`src/include/gpio_pkg.sv`:
```
// shared constants for the general-purpose port bank
package gpio_pkg;
	localparam int          PORT_W       = 8;
	localparam int          APB_ADDR_W   = 14;
	localparam int          IDX_W        = 12;
	localparam int          IDX_STRIDE   = 4;
	localparam logic [11:0] IDX_IN_BASE  = 12'hfd2;
	localparam logic [11:0] IDX_OUT_BASE = 12'hfd3;
	localparam logic [11:0] IDX_DIR_BASE = 12'h040;
	localparam logic [11:0] IDX_ALT_BASE = 12'h060;
	localparam logic [11:0] IDX_ODC_BASE = 12'h080;
	localparam logic [11:0] IDX_SMR_BASE = 12'h0a0;
	localparam logic [11:0] IDX_IRQ_STAT = 12'h0c0;
	localparam logic [11:0] IDX_IRQ_MASK = 12'h0c1;
	localparam logic [7:0]  PORT_RESET   = 8'h00;
	localparam int          IRQ_W        = 12;
	localparam int          IRQ_C_LSB    = 8;
	localparam int          IRQ_C_BITS   = 4;
	localparam int          WARM_W       = 3;
	localparam int          PORT_A       = 0;
	localparam int          PORT_B       = 1;
	localparam int          PORT_C       = 2;
	localparam int          PORT_D       = 3;
	localparam int          BIT_T0_IN    = 0;
	localparam int          BIT_T0_OUT   = 1;
	localparam int          BIT_DE       = 2;
	localparam int          BIT_CTS      = 3;
	localparam int          BIT_RXD      = 4;
	localparam int          BIT_TXD      = 5;
	localparam int          BIT_SCL      = 6;
	localparam int          BIT_SDA      = 7;
endpackage : gpio_pkg

```
`src/design/gpio_port_data_altfunc.sv`:
```
// bank of eight-bit ports with alternate functions, edge irqs, apb slave
`timescale 1ns/100ps

// Notes on behaviour
// - alternate function pins take direction from their peripheral
// - input register read returns synchronised pin levels, bit n is pin n
// - input register is read-only; writes leave it untouched
// - output bit reaches pin only for output pins without alternate use
// - zero drives low, one drives high unless open-drain selected
// - output register is read/write, eight bits, cleared on reset
// - port A bits 6 and 7 in alternate use are forced open-drain
// - port A alternate map to timer 0, serial 0 and two-wire; port B analog
// - input registers at index fd2 onward, four apart, port H at fee
// - enabled pin edge during stop mode starts a recovery
// - either edge on A or D bit n raises shared request n
// - port C bits 0 to 3 each raise own request on both edges
module gpio_port_data_altfunc
	import gpio_pkg::*;
#(
	parameter int NUM_PORTS = 8
)(
	input  wire logic                        pclk,
	input  wire logic                        presetn,
	input  wire logic                        psel,
	input  wire logic                        penable,
	input  wire logic                        pwrite,
	input  wire logic [APB_ADDR_W-1:0]       paddr,
	input  wire logic [31:0]                 pwdata,
	output logic      [31:0]                 prdata,
	output logic                             pready,
	output logic                             pslverr,
	input  wire logic [NUM_PORTS*PORT_W-1:0] pin_in,
	output logic      [NUM_PORTS*PORT_W-1:0] pin_out,
	output logic      [NUM_PORTS*PORT_W-1:0] pin_oe_n,
	output logic                             timer0_input_pin,
	output logic                             serial0_clear_to_send,
	output logic                             serial0_receive_line,
	input  wire logic                        timer0_output_pin,
	input  wire logic                        serial0_driver_enable,
	input  wire logic                        serial0_transmit_line,
	input  wire logic                        scl_pull_low,
	input  wire logic                        sda_pull_low,
	output logic      [PORT_W-1:0]           analog_in_sel,
	output logic      [(NUM_PORTS-2)*PORT_W-1:0] alt_in,
	input  wire logic [(NUM_PORTS-2)*PORT_W-1:0] alt_out,
	input  wire logic [(NUM_PORTS-2)*PORT_W-1:0] alt_drive,
	input  wire logic                        stop_mode,
	output logic                             stop_recovery,
	output logic      [IRQ_W-1:0]            edge_req,
	output logic                             irq
);
	localparam int W = NUM_PORTS * PORT_W;

	if (NUM_PORTS < 4 || NUM_PORTS > 8)
	begin : g_bad_ports
		$error("NUM_PORTS must lie between 4 and 8");
	end

	function automatic logic [IDX_W-1:0] reg_idx(logic [IDX_W-1:0] base,
		int p);
		reg_idx = base + IDX_W'(p * IDX_STRIDE);
	endfunction : reg_idx

	// pin synchroniser and sampled input register
	logic [W-1:0]      sync1_q;
	logic [W-1:0]      sync2_q;
	logic [W-1:0]      sample_q;
	logic [WARM_W-1:0] warm_q;
	logic [WARM_W-1:0] warm_d;
	logic [W-1:0]      pin_edge;

	always_comb
	begin
		warm_d = {warm_q[WARM_W-2:0], 1'b1};
	end

	always_ff @(posedge pclk or negedge presetn)
	begin
		if (!presetn)
		begin
			sync1_q  <= '0;
			sync2_q  <= '0;
			sample_q <= '0;
			warm_q   <= '0;
		end
		else
		begin
			sync1_q  <= pin_in;
			sync2_q  <= sync1_q;
			sample_q <= sync2_q;
			warm_q   <= warm_d;
		end
	end

	// edges count only once the pipeline holds real pin levels
	assign pin_edge = (sync2_q ^ sample_q) & {W{warm_q[WARM_W-1]}};

	// configuration and interrupt registers, apb decode
	logic [W-1:0]       out_q, out_d;
	logic [W-1:0]       dir_q, dir_d;
	logic [W-1:0]       alt_q, alt_d;
	logic [W-1:0]       odc_q, odc_d;
	logic [W-1:0]       smr_q, smr_d;
	logic [IRQ_W-1:0]   stat_q, stat_d;
	logic [IRQ_W-1:0]   mask_q, mask_d;
	logic [31:0]        prdata_q, prdata_d;
	logic [IRQ_W-1:0]   rd_val;
	logic [IRQ_W-1:0]   ev;
	logic [IDX_W-1:0]   idx;
	logic               hit;
	logic               wr;
	logic [PORT_W-1:0]  wbyte;

	assign idx   = paddr[APB_ADDR_W-1:2];
	assign wbyte = pwdata[PORT_W-1:0];
	assign wr    = psel & penable & pwrite & (paddr[1:0] == 2'b00);

	always_comb
	begin
		for (int n = 0; n < PORT_W; n++)
		begin
			ev[n] = pin_edge[PORT_A*PORT_W+n]
				| pin_edge[PORT_D*PORT_W+n];
		end
		for (int k = 0; k < IRQ_C_BITS; k++)
		begin
			ev[IRQ_C_LSB+k] = pin_edge[PORT_C*PORT_W+k];
		end
	end

	always_comb
	begin
		out_d  = out_q;
		dir_d  = dir_q;
		alt_d  = alt_q;
		odc_d  = odc_q;
		smr_d  = smr_q;
		mask_d = mask_q;
		stat_d = stat_q;
		hit    = 1'b0;
		rd_val = '0;
		for (int p = 0; p < NUM_PORTS; p++)
		begin
			// writes to the sample register are dropped
			if (idx == reg_idx(IDX_IN_BASE, p))
			begin
				hit    = 1'b1;
				rd_val = IRQ_W'(sample_q[p*PORT_W +: PORT_W]);
			end
			if (idx == reg_idx(IDX_OUT_BASE, p))
			begin
				hit    = 1'b1;
				rd_val = IRQ_W'(out_q[p*PORT_W +: PORT_W]);
				if (wr)
				begin
					out_d[p*PORT_W +: PORT_W] = wbyte;
				end
			end
			if (idx == reg_idx(IDX_DIR_BASE, p))
			begin
				hit    = 1'b1;
				rd_val = IRQ_W'(dir_q[p*PORT_W +: PORT_W]);
				if (wr)
				begin
					dir_d[p*PORT_W +: PORT_W] = wbyte;
				end
			end
			if (idx == reg_idx(IDX_ALT_BASE, p))
			begin
				hit    = 1'b1;
				rd_val = IRQ_W'(alt_q[p*PORT_W +: PORT_W]);
				if (wr)
				begin
					alt_d[p*PORT_W +: PORT_W] = wbyte;
				end
			end
			if (idx == reg_idx(IDX_ODC_BASE, p))
			begin
				hit    = 1'b1;
				rd_val = IRQ_W'(odc_q[p*PORT_W +: PORT_W]);
				if (wr)
				begin
					odc_d[p*PORT_W +: PORT_W] = wbyte;
				end
			end
			if (idx == reg_idx(IDX_SMR_BASE, p))
			begin
				hit    = 1'b1;
				rd_val = IRQ_W'(smr_q[p*PORT_W +: PORT_W]);
				if (wr)
				begin
					smr_d[p*PORT_W +: PORT_W] = wbyte;
				end
			end
		end
		if (idx == IDX_IRQ_STAT)
		begin
			hit    = 1'b1;
			rd_val = stat_q;
			if (wr)
			begin
				stat_d = stat_q & ~pwdata[IRQ_W-1:0];
			end
		end
		if (idx == IDX_IRQ_MASK)
		begin
			hit    = 1'b1;
			rd_val = mask_q;
			if (wr)
			begin
				mask_d = pwdata[IRQ_W-1:0];
			end
		end
		// a new edge wins over a clear in the same cycle
		stat_d = stat_d | ev;
		prdata_d = prdata_q;
		if (psel && !penable)
		begin
			prdata_d = (hit && paddr[1:0] == 2'b00) ? 32'(rd_val) : '0;
		end
	end

	assign pready  = 1'b1;
	assign pslverr = psel & penable & ~(hit & (paddr[1:0] == 2'b00));
	assign prdata  = prdata_q;

	always_ff @(posedge pclk or negedge presetn)
	begin
		if (!presetn)
		begin
			out_q    <= {NUM_PORTS{PORT_RESET}};
			dir_q    <= {NUM_PORTS{PORT_RESET}};
			alt_q    <= {NUM_PORTS{PORT_RESET}};
			odc_q    <= {NUM_PORTS{PORT_RESET}};
			smr_q    <= {NUM_PORTS{PORT_RESET}};
			stat_q   <= '0;
			mask_q   <= '0;
			prdata_q <= '0;
		end
		else
		begin
			out_q    <= out_d;
			dir_q    <= dir_d;
			alt_q    <= alt_d;
			odc_q    <= odc_d;
			smr_q    <= smr_d;
			stat_q   <= stat_d;
			mask_q   <= mask_d;
			prdata_q <= prdata_d;
		end
	end

	// pin drivers, peripheral routing and event outputs
	logic [W-1:0]     alt_val, alt_en, od, dval, don;
	logic [W-1:0]     pin_out_q, oe_n_q, oe_n_d;
	logic [IRQ_W-1:0] edge_req_q;
	logic             recov_q, recov_d, irq_q, irq_d;

	always_comb
	begin
		alt_val = '0;
		alt_en  = '0;
		alt_val[BIT_T0_OUT] = timer0_output_pin;
		alt_en[BIT_T0_OUT]  = 1'b1;
		alt_val[BIT_DE]     = serial0_driver_enable;
		alt_en[BIT_DE]      = 1'b1;
		alt_val[BIT_TXD]    = serial0_transmit_line;
		alt_en[BIT_TXD]     = 1'b1;
		alt_en[BIT_SCL]     = scl_pull_low;
		alt_en[BIT_SDA]     = sda_pull_low;
		alt_val[W-1:PORT_C*PORT_W] = alt_out;
		alt_en[W-1:PORT_C*PORT_W]  = alt_drive;
		od = odc_q;
		od[BIT_SCL] = odc_q[BIT_SCL] | alt_q[BIT_SCL];
		od[BIT_SDA] = odc_q[BIT_SDA] | alt_q[BIT_SDA];
		dval = (alt_q & alt_val) | (~alt_q & out_q);
		don  = (alt_q & alt_en) | (~alt_q & dir_q);
		oe_n_d = ~(don & ~(od & dval));
		recov_d = stop_mode & (|(pin_edge & smr_q));
		irq_d   = |(stat_d & mask_d);
	end

	always_ff @(posedge pclk or negedge presetn)
	begin
		if (!presetn)
		begin
			pin_out_q  <= '0;
			oe_n_q     <= '1;
			edge_req_q <= '0;
			recov_q    <= 1'b0;
			irq_q      <= 1'b0;
		end
		else
		begin
			pin_out_q  <= dval;
			oe_n_q     <= oe_n_d;
			edge_req_q <= ev;
			recov_q    <= recov_d;
			irq_q      <= irq_d;
		end
	end

	assign pin_out       = pin_out_q;
	assign pin_oe_n      = oe_n_q;
	assign edge_req      = edge_req_q;
	assign stop_recovery = recov_q;
	assign irq           = irq_q;
	assign timer0_input_pin      = sample_q[BIT_T0_IN];
	assign serial0_clear_to_send = sample_q[BIT_CTS];
	assign serial0_receive_line  = sample_q[BIT_RXD];
	assign analog_in_sel = alt_q[PORT_B*PORT_W +: PORT_W];
	assign alt_in        = sample_q[W-1:PORT_C*PORT_W];
endmodule : gpio_port_data_altfunc

```
`config.mk`:
```
export PLATFORM = sky130hd
export DESIGN_NAME = gpio_port_data_altfunc
export DESIGN_NICKNAME = d
export VERILOG_FILES = /design/src/include/gpio_pkg.sv /design/src/design/gpio_port_data_altfunc.sv
export SDC_FILE = /design/constraint.sdc
export NUM_CORES = 1
export LEC_CHECK = 0
export BUFFER_PORTS_ARGS = -buffer_cell sky130_fd_sc_hd__buf_2
export CORE_MARGIN = 3
export CORE_UTILIZATION = 45
export DETAILED_ROUTE_END_ITERATION = 8
export GPL_TIMING_DRIVEN = 1
export PLACE_DENSITY_LB_ADDON = 0.25
export REMOVE_ABC_BUFFERS = 1
export SYNTH_ARGS = -nofsm -noshare
export SYNTH_HDL_FRONTEND = slang
export SYNTH_SLANG_ARGS = --single-unit
```
`constraint.sdc`:
```
create_clock -name pclk -period 3.8 [get_ports pclk]
set_input_delay 0.76 -clock pclk [delete_from_list [all_inputs] [get_ports pclk]]
set_output_delay 0.76 -clock pclk [all_outputs]
set_load 0.05 [all_outputs]
```
* Word level (Yosys, flattened, before mapping) *
Index checks and enable logic that the tools add are counted.

word-level totals
  logic and storage cells = 288
  register bits = 713
  output and inout bits = 235
  input port bits = 217

cells by class
  reduce and logical (&&, ||, !) cells = 46
  multiplexer cells = 105
  eq/ne operators = 50
  bitwise operators = 35

operators by type and width
  kind                  number
  $mux 12               53
  $and 64x64->64        8
  $eq 12x8->1 const B   18
  $eq 12x12->1 const B  16
  $eq 12x7->1 const B   16
  $not 64->64           3
  $or 64x64->64         2
  $reduce_and 2->1      40
  $reduce_or 64->1      1
  $xor 64x64->64        1
  $mux 1                50
  $and 12x12->12        2
  $mux 8                2
  $not 12->12           1
  $or 12x12->12         1
  $reduce_or 12->1      1
  $or 1x1->1            10
  $and 1x1->1           6
  $logic_and 1x1->1     2
  $logic_not 2->1       1
  $logic_not 1->1       1
  $not 1->1             1

* Logic depth before layout (Yosys ltp) *
Gate-level depths: netlist (run 1).

  depth after elaboration = 54
  mapped depth = 13

* Least setup slack after synthesis (run 1) *
Ideal clock, no wire load.

  path kind = input to output
  start point = input port paddr[2]
  end point = output port pslverr
  data arrival time = 2.690 ns
  buffers on the path = 2
  stages = 8
  slack = 0.350 ns
  cell sequence = clkbuf_1 clkbuf_1 nor2b_1 nand4_1 nand2_1 or4_1 o21ai_0 and3_1

on the way
  longest elaborated chain between the ends = 54
  elaborated cells between the ends (all ways) = 103
  classes of those cells = eq/ne (50); mux (50); bitwise (3)

ends and longest elaborated chain
  element          line                           text
  from (decl)      gpio_port_data_altfunc.sv:27   input wire logic [APB_ADDR_W-1:0] paddr,
  $eq 12x12->1     gpio_port_data_altfunc.sv:145  if (idx == reg_idx(IDX_IN_BASE, p))
  $mux 1           gpio_port_data_altfunc.sv:145
  $mux 1           gpio_port_data_altfunc.sv:150  if (idx == reg_idx(IDX_OUT_BASE, p))
  $mux 1           gpio_port_data_altfunc.sv:159  if (idx == reg_idx(IDX_DIR_BASE, p))
  $mux 1           gpio_port_data_altfunc.sv:168  if (idx == reg_idx(IDX_ALT_BASE, p))
  $mux 1           gpio_port_data_altfunc.sv:177  if (idx == reg_idx(IDX_ODC_BASE, p))
  $mux 1           gpio_port_data_altfunc.sv:186  if (idx == reg_idx(IDX_SMR_BASE, p))
  $mux 1           gpio_port_data_altfunc.sv:145
  [38 not listed]  -
  $mux 1           gpio_port_data_altfunc.sv:168
  $mux 1           gpio_port_data_altfunc.sv:177
  $mux 1           gpio_port_data_altfunc.sv:186
  $mux 1           gpio_port_data_altfunc.sv:196  if (idx == IDX_IRQ_STAT)
  $mux 1 (*)       gpio_port_data_altfunc.sv:205  if (idx == IDX_IRQ_MASK)
  $and 1x1->1 (*)  gpio_port_data_altfunc.sv:224  assign pslverr = psel & penable & ~(hit & (paddr[1:0] == 2'b00));
  $not 1->1 (*)    gpio_port_data_altfunc.sv:224
  $and 1x1->1 (*)  gpio_port_data_altfunc.sv:224
  to (decl)        gpio_port_data_altfunc.sv:31   output logic pslverr,

Every way passes the cells marked *; elsewhere a longest branch is shown, timed or not.

* Final worst setup path (run 1) *
  start point = input port paddr[13]
  end point = output port pslverr

Same word-level chain as after synthesis.

==> results.md, run 1 <==
* Synth warnings at 0
* Complex-gate fraction of the synthesized area at 12.3%
* Data required, critical path at 3.04 ns
* Drt first pass iters at 6
* Routed WL at 137,000 microns
* Final Hold Viols at 0
* Top cells by count, synth: dfrtp_1, mux2_2, nand2_1
* Post-Syn Area at 0.0308 sq mm
* Most utilized layer in the global route result: met1
* Largest family of logic cells by synthesized area: multiplexers
* Initial DRC count at 3,233
* CTS buffer count at 73
* Detail-routed via count per cell at 6.15
* Critical path capture point type: primary output
* Total negative slack at 0 ns
* Global route overflow at 0
* DRT antenna net count at 0
* Min-Delay Path Class: input port to async pin
* Simple-Gate Fraction of Synth Area at between 10 and 15%
* H-tree Lvls at 3
* Grt met1 use at 56.1%
* RSZ-0062 raised after global routing: false
* Die X at between 200 and 300 microns
* Max IR drop VDD at 0.395 mV
* EDFF count, synth at 0
* Mux contribution to synthesized area at 13.5%
* Clock transition at path regs at 0.06 ns
* HPWL Detailed at about 110,000 microns
* Max-cap violation count at 1
* Routed len/inst at ~32 microns
* CTS tree: built
* Total Routing Usage GR at 37.8%
* Cell Chain, Critical Path: buf_2 -> and4_2 -> buf_12 -> nand4_1 -> nor4bb_4 -> buf_4 -> nand4_1 -> buf_4 -> o21ai_2 -> and3_4 -> buf_6
* Core area at 0.0675 sq mm
* Outcome: complete, but fails checks
* Final setup violation count at 0
* Slew headroom at -5.67%
* Post-synthesis sequential area ratio at 56.5%
* Internal at 11.9 mW
* DP Worst Slack at -0.396 ns
* Tcrit/Tclk final at between 90% and 100%
* DRC viols at 0
* Row count at 95
* Port Buffers at between 400 and 500
* Synth async-reset ratio at 100%
* Yosys cell types at 90
* CTS Sinks at 693
* Die area at 0.0717 sq mm
* Worst Tran Pin Value at 1.58 ns
* Initial core utilization at 45.7%
* Antenna violations before repair at 12
* # IOs at approximately 450
* Routability cong. at between 1 and 1.5
* Post-cts hold buffer count at 0
* Largest net degree at the start of global routing at 90
* Syn avg cell area at 11.9 sq um
* Post-synthesis adder-cell area fraction at 0%
* Vias in the first global route at between 20,000 and 30,000
* Crit path launch type: input port
* Met2 global-route usage at 55.4%
* Critical path class: input port to primary output
* Layout Skew at 0.0372 ns
* Share of power burned in registers at 47.6%
* Comb power frac at roughly 7.4%
* Failing checks: max-capacitance violations, max-slew violations
* Top_reg_cell synth: dfrtp_1
* P_sw at 4.10 mW
* Fillers at 5,814
* Crit Path Max Fanout at 14
* Clock latency on the worst-skew pair at ~0.65 ns
* Clock network fraction of total power at between 40 and 50%
* Area contributors post-synth: dfrtp_1, mux2_2, dfstp_2
* Leak Pwr at 18.8 nW
* Post-synth top area share at 51.1%
* CP top delay family: simple AND/OR/NAND/NOR gates
* Met3 GRT Util at 7.75%
* Fmax achieved at 264 MHz
* Die height at 268 microns
* WP data arrival at a little over 3 ns
* Layout area overhead at 26.2%
* Buf+Inv Stages, Crit Path at 5
* Max stage delay on crit path at just over 0.4 ns
* Seq cells post-synth at ~690
* Post-layout min period at 3.79 ns
* CP max stage cell: and4_2
* Vias at 26,200
* Switching Share at roughly a quarter
* Leading area contributor after synthesis: dfrtp_1
* Post-route setup slack at 0.00618 ns
* Root Buffer: clkbuf_16
* Cells after synthesis at roughly 2,600
* Pins Over Slew Limit at 2
* Synth Area in XOR/XNOR at 1.85%
* Clock Path Buffers at 3
* Pwr dens at 412 mW/mm^2
* Share of layout cells above drive strength 1 at 42.0%
* Count leader, synth: dfrtp_1
* Global-route wire length before repair at a little under 200,000 microns
* Nets at 3,546
## per-stage QoR
step           power [mW]  utilization (%)  hold WS (ns)  instances  instance area (sq um)
2_1_floorplan        8.09                -         0.331       2406                  29700
3_3_place_gp         8.92             53.9         0.332       4126                  36400
3_5_place_dp         8.93             53.9         0.335       4126                  36400
4_1_cts              16.1             57.6         0.167       4260                  38900
5_1_grt              16.5             57.6         0.199       4263                  38900
6_report             16.0             57.6         0.158       4264                  38900
## routing by layer
| metal | up-vias | routed length (microns) |
|---|---|---|
| met5 | - | 13 |
| met4 | 2 | 5340 |
| met3 | 250 | 12700 |
| met2 | 1511 | 58400 |
| met1 | 13600 | 60400 |
| li1 | 10900 | - |
## registers in the layout (all words and copies together) (netlist names), 64 cells and up
name,cells
out_q,64
smr_q,64
odc_q,64
pin_oe_n,64
sync2_q,64
dir_q,64
pin_out,64
sync1_q,64
alt_q,64
sample_q,64
## power by group through the flow
stage               Clock [mW]  Sequential, mW  Combinational, mW
global placement             0            7.76               1.15
detailed placement           0            7.77               1.16
finish                    7.21            7.64               1.19
CTS                       7.31            7.64               1.17
global route              7.63            7.64               1.24
floorplan                    0            7.85              0.245
## worst register-to-register path, stage by stage, from the launching register on
cell and delay, ns:
dfrtp_1 0.45, nor3_1 0.71, a221oi_1 0.30, o2111ai_1 0.35
a2111oi_0 0.16, buf_4 0.19, o21a_1 0.14, o311ai_1 0.35
buf_4 0.19, nand2_1 0.05
## path summary, 6_finish.rpt
check	start	endpoint	slack [ns]	depth (start not counted)
setup reg to reg	sample_q[47]$_DFF_PN0_	prdata[7]$_DFFE_PN0P_	0.80	9
hold reg to reg	sync1_q[46]$_DFF_PN0_	sync2_q[46]$_DFF_PN0_	0.34	0
min in group pclk	pin_in[22]	sync1_q[22]$_DFF_PN0_	0.22	1
max in group asynchronous	presetn	pin_oe_n[56]$_DFF_PN1_	2.52	2
hold / removal	presetn	pin_out[46]$_DFF_PN0_	0.16	1
setup / recovery	paddr[13]	pslverr	0.006	11
## area by class of cell
class | count | area, sq um | share of cell area (%)
Antenna cell | 2 | 5.00 | 0.0129
Clock buffer | 111 | 2100 | 5.40
Clock inverter | 24 | 335 | 0.862
Inverter | 76 | 285 | 0.733
Multi-Input combinational cell | 1637 | 12100 | 31.1
Sequential cell | 693 | 17400 | 44.8
Tap cell | 873 | 1090 | 2.81
Timing Repair Buffer | 848 | 5560 | 14.3
## cell usage in the layout (no fill, tap or decap), types with 64 or more instances in the layout
cell	n
inv_1	76
nor2_1	158
dfrtp_1	629
buf_4	423
mux2_2	354
nand2_1	210
buf_2	407
clkbuf_16	73
o21ai_0	87
dfstp_2	64
## cell families after synthesis
group	after synthesis
multiplexers	370
XOR/XNOR	65
AO/OA/AOI/OAI	512
buffers and inverters	283
flip-flops	693
other	2
AND/OR/NAND/NOR	668
## what timing repair did
action | CTS | global route
resized for setup | 10 | 3
pin swaps | 2 | 1
endpoints found under the setup margin | 1 | 1
setup buffers | 0 | 2
(Power assumes the default switching activity.)
==> inputs of run 2 (changes only) <==
--- a/config.mk
+++ b/config.mk
@@ -7,3 +7,3 @@
 export LEC_CHECK = 0
-export BUFFER_PORTS_ARGS = -buffer_cell sky130_fd_sc_hd__buf_2
+export BUFFER_PORTS_ARGS = -buffer_cell sky130_fd_sc_hd__buf_4
 export CORE_MARGIN = 3
@@ -14,2 +14,3 @@
 export REMOVE_ABC_BUFFERS = 1
+export SLEW_MARGIN = 20
 export SYNTH_ARGS = -nofsm -noshare
--- a/constraint.sdc
+++ b/constraint.sdc
@@ -3,2 +3,2 @@
 set_output_delay 0.76 -clock pclk [all_outputs]
-set_load 0.05 [all_outputs]
+set_load 0.01 [all_outputs]
==> run 2 against run 1 <==
Effect of this change: the flow now finishes without violations; die area did not move; critical endpoint unchanged; non-clock buffer count grew 26; global-route usage rose by 0.094 points; final area is 3.0% higher; sequential power is essentially flat; first-iteration DRC count is 8.3% lower; clock power down 1%; critical path type unchanged; count of clock-buffer cells in the layout rose by 6; clock skew barely moved; flip-flop and latch count unchanged.
==> results.md, run 2 (same netlist as run 1, synthesis figures left out) <==
* Antenna violations before repair at 5
* Min-Delay Path Class: input port to async pin
* Crit path top cell by count: buf_4
* Outcome: completed
* FF-to-FF Start: dir_q[57]$_DFFE_PN0P_
* CTS tree: built
* Root Buffer: clkbuf_16
* DRT antenna net count at 0
* Die X at 268 microns
* DRC viols at 0
* Post-layout min period at about 3.8 ns
* Global route overflow at 0
* Die area at a little over 0.07 sq mm
* Pwr dens at 396 mW/mm^2
* Clock transition at path regs at 0.06 ns
* P_sw at roughly 3.9 mW
* Initial DRC count at 2,964
* Commonest non-fill, non-tap cell in the layout: buf_4
* Vias at 26,400
* Routed WL at ~140,000 microns
* Tot Pwr at 15.9 mW
* Switching Share at 24.5%
* Comb power frac at 6.9%
* Final Core Density at approximately 59%
* Worst Setup SP: paddr[12]
* Crit path launch type: input port
* # IOs at 452
* Critical path class: input port to primary output
* Most frequent cells in the layout: buf_4, dfrtp_1, mux2_2, nand2_1, nor2_1
* CTS Sinks at 693
* Routed len/inst at 32.0 microns
* RSZ-0062 raised after global routing: false
* Total Routing Usage GR at 37.9%
* Fillers at 5,531
* CP max stage cell: or4_4
* Placed cell areas at 0.0376 sq mm
* Routability cong. at roughly 1.1
* Share of layout cells above drive strength 1 at 42.3%
* Fmax achieved at approximately 270 MHz
* Detail-routed via count per cell at between 6 and 7
* Die height at approximately 270 microns
* Vias in the first global route at 26,600
* Nets at roughly 3,600
* Worst Tran Pin Value at around 1.2 ns
* Pins Over Slew Limit at 0
* Max-cap violation count at 0
* Final Hold Viols at 0
* Layout Skew at ~0.037 ns
* Clock network fraction of total power at 45.0%
* HPWL Detailed at 108,000 microns
* Clock latency on the worst-skew pair at 0.64 ns
* Internal at 12.0 mW
* WP data arrival at 2.99 ns
* Max IR drop VDD at 0.441 mV
* Post-route setup slack at 0.0457 ns
* DP Worst Slack at -0.243 ns
* Tcrit/Tclk final at around 99%
* Final setup violation count at 0
* Cell Chain, Critical Path: buf_4 -> buf_4 -> or4_4 -> or4_4 -> o2111a_1 -> nand4_1 -> o21ai_2 -> and3_4 -> buf_4
* Critical path capture point type: primary output
* Core area at 0.0675 sq mm
* Crit Path Max Fanout at 4
* CTS buffer count at 72
* Drt first pass iters at 6
* Multi-input combinational cell area at between 0.01 and 0.015 sq mm
* R2R Setup Slk at 0.86 ns
* Port Buffers at 410
* Initial core utilization at 45.7%
* Leak Pwr at 19.2 nW
* Post-CTS Setup Bufs at 0
* Largest net degree at the start of global routing at between 90 and 100
* FF/Latch Area at around 0.017 sq mm
* Design Area, Final at 0.0401 sq mm
* Layout area overhead at 30.0%
* Slew headroom at 15.8%
* Row count at 95
* Clock Path Buffers at 3
* Post-cts hold buffer count at 0
* Data required, critical path at 3.04 ns
* Global-route wire length before repair at roughly 190,000 microns
* Share of power burned in registers at 48.2%
* Max stage delay on crit path at 0.56 ns
* Total negative slack at 0 ns
* H-tree Lvls at 3
-- run 2: timing repair --
item,4_1_cts,5_1_grt
resized for setup,2,5
endpoints found under the setup margin,1,1
pin swaps,0,2
-- run 2: metal layers --
layer / track usage (%) / vias up / part of all wire, %
met5: 0 / - / 0.027
met4: 13.6 / 6 / 4.0
met1: 55.9 / 13700 / 44
li1: - / 11000 / -
met3: 8.53 / 268 / 9.3
met2: 55.2 / 1542 / 43
-- run 2: through the flow --
step / instances / hold slack (ns)
finish: 4292 / 0.00331
global route: 4286 / 0.00908
CTS: 4285 / 0.185
detailed placement: 4152 / 0.335
global placement: 4152 / 0.332
floorplan: 2406 / 0.331
-- run 2: final cells by class --
| class | count | share of cell area (%) |
|---|---|---|
| diodes | 6 | 0.0375 |
| well taps | 873 | 2.73 |
| multi-input cells | 1637 | 30.1 |
| clock inverters | 16 | 0.612 |
| inverters | 76 | 0.712 |
| clock buffers | 117 | 5.44 |
| flip-flops and latches | 693 | 43.5 |
| repair buffers | 874 | 16.9 |
-- run 2: power by group through the flow --
| stage | registers, mW | logic (mW) | clock network, mW |
|---|---|---|---|
| 2_1_floorplan | 7.72 | 0.208 | 0 |
| 5_1_grt | 7.64 | 1.15 | 7.51 |
| 3_3_place_gp | 7.76 | 1.06 | 0 |
| 3_5_place_dp | 7.76 | 1.07 | 0 |
| 4_1_cts | 7.64 | 1.07 | 7.21 |
| 6_report | 7.64 | 1.09 | 7.13 |
-- run 2: path summary, 6_finish.rpt --
check	cells past startpoint	to
worst min register to register	0	sync2_q[23]$_DFF_PN0_
worst max register to register	10	prdata[1]$_DFFE_PN0P_
max in group asynchronous	3	pin_oe_n[54]$_DFF_PN1_
worst max-delay path	9	pslverr
worst min-delay path	1	pin_out[47]$_DFF_PN0_
min in group pclk	1	sync1_q[26]$_DFF_PN0_
-- run 2: worst max-delay path: cells and delay by family --
kind                   cells  cell delay (ns)
buffers and inverters      3             0.43
AO/OA/AOI/OAI              2             0.35
AND/OR/NAND/NOR            4             1.46
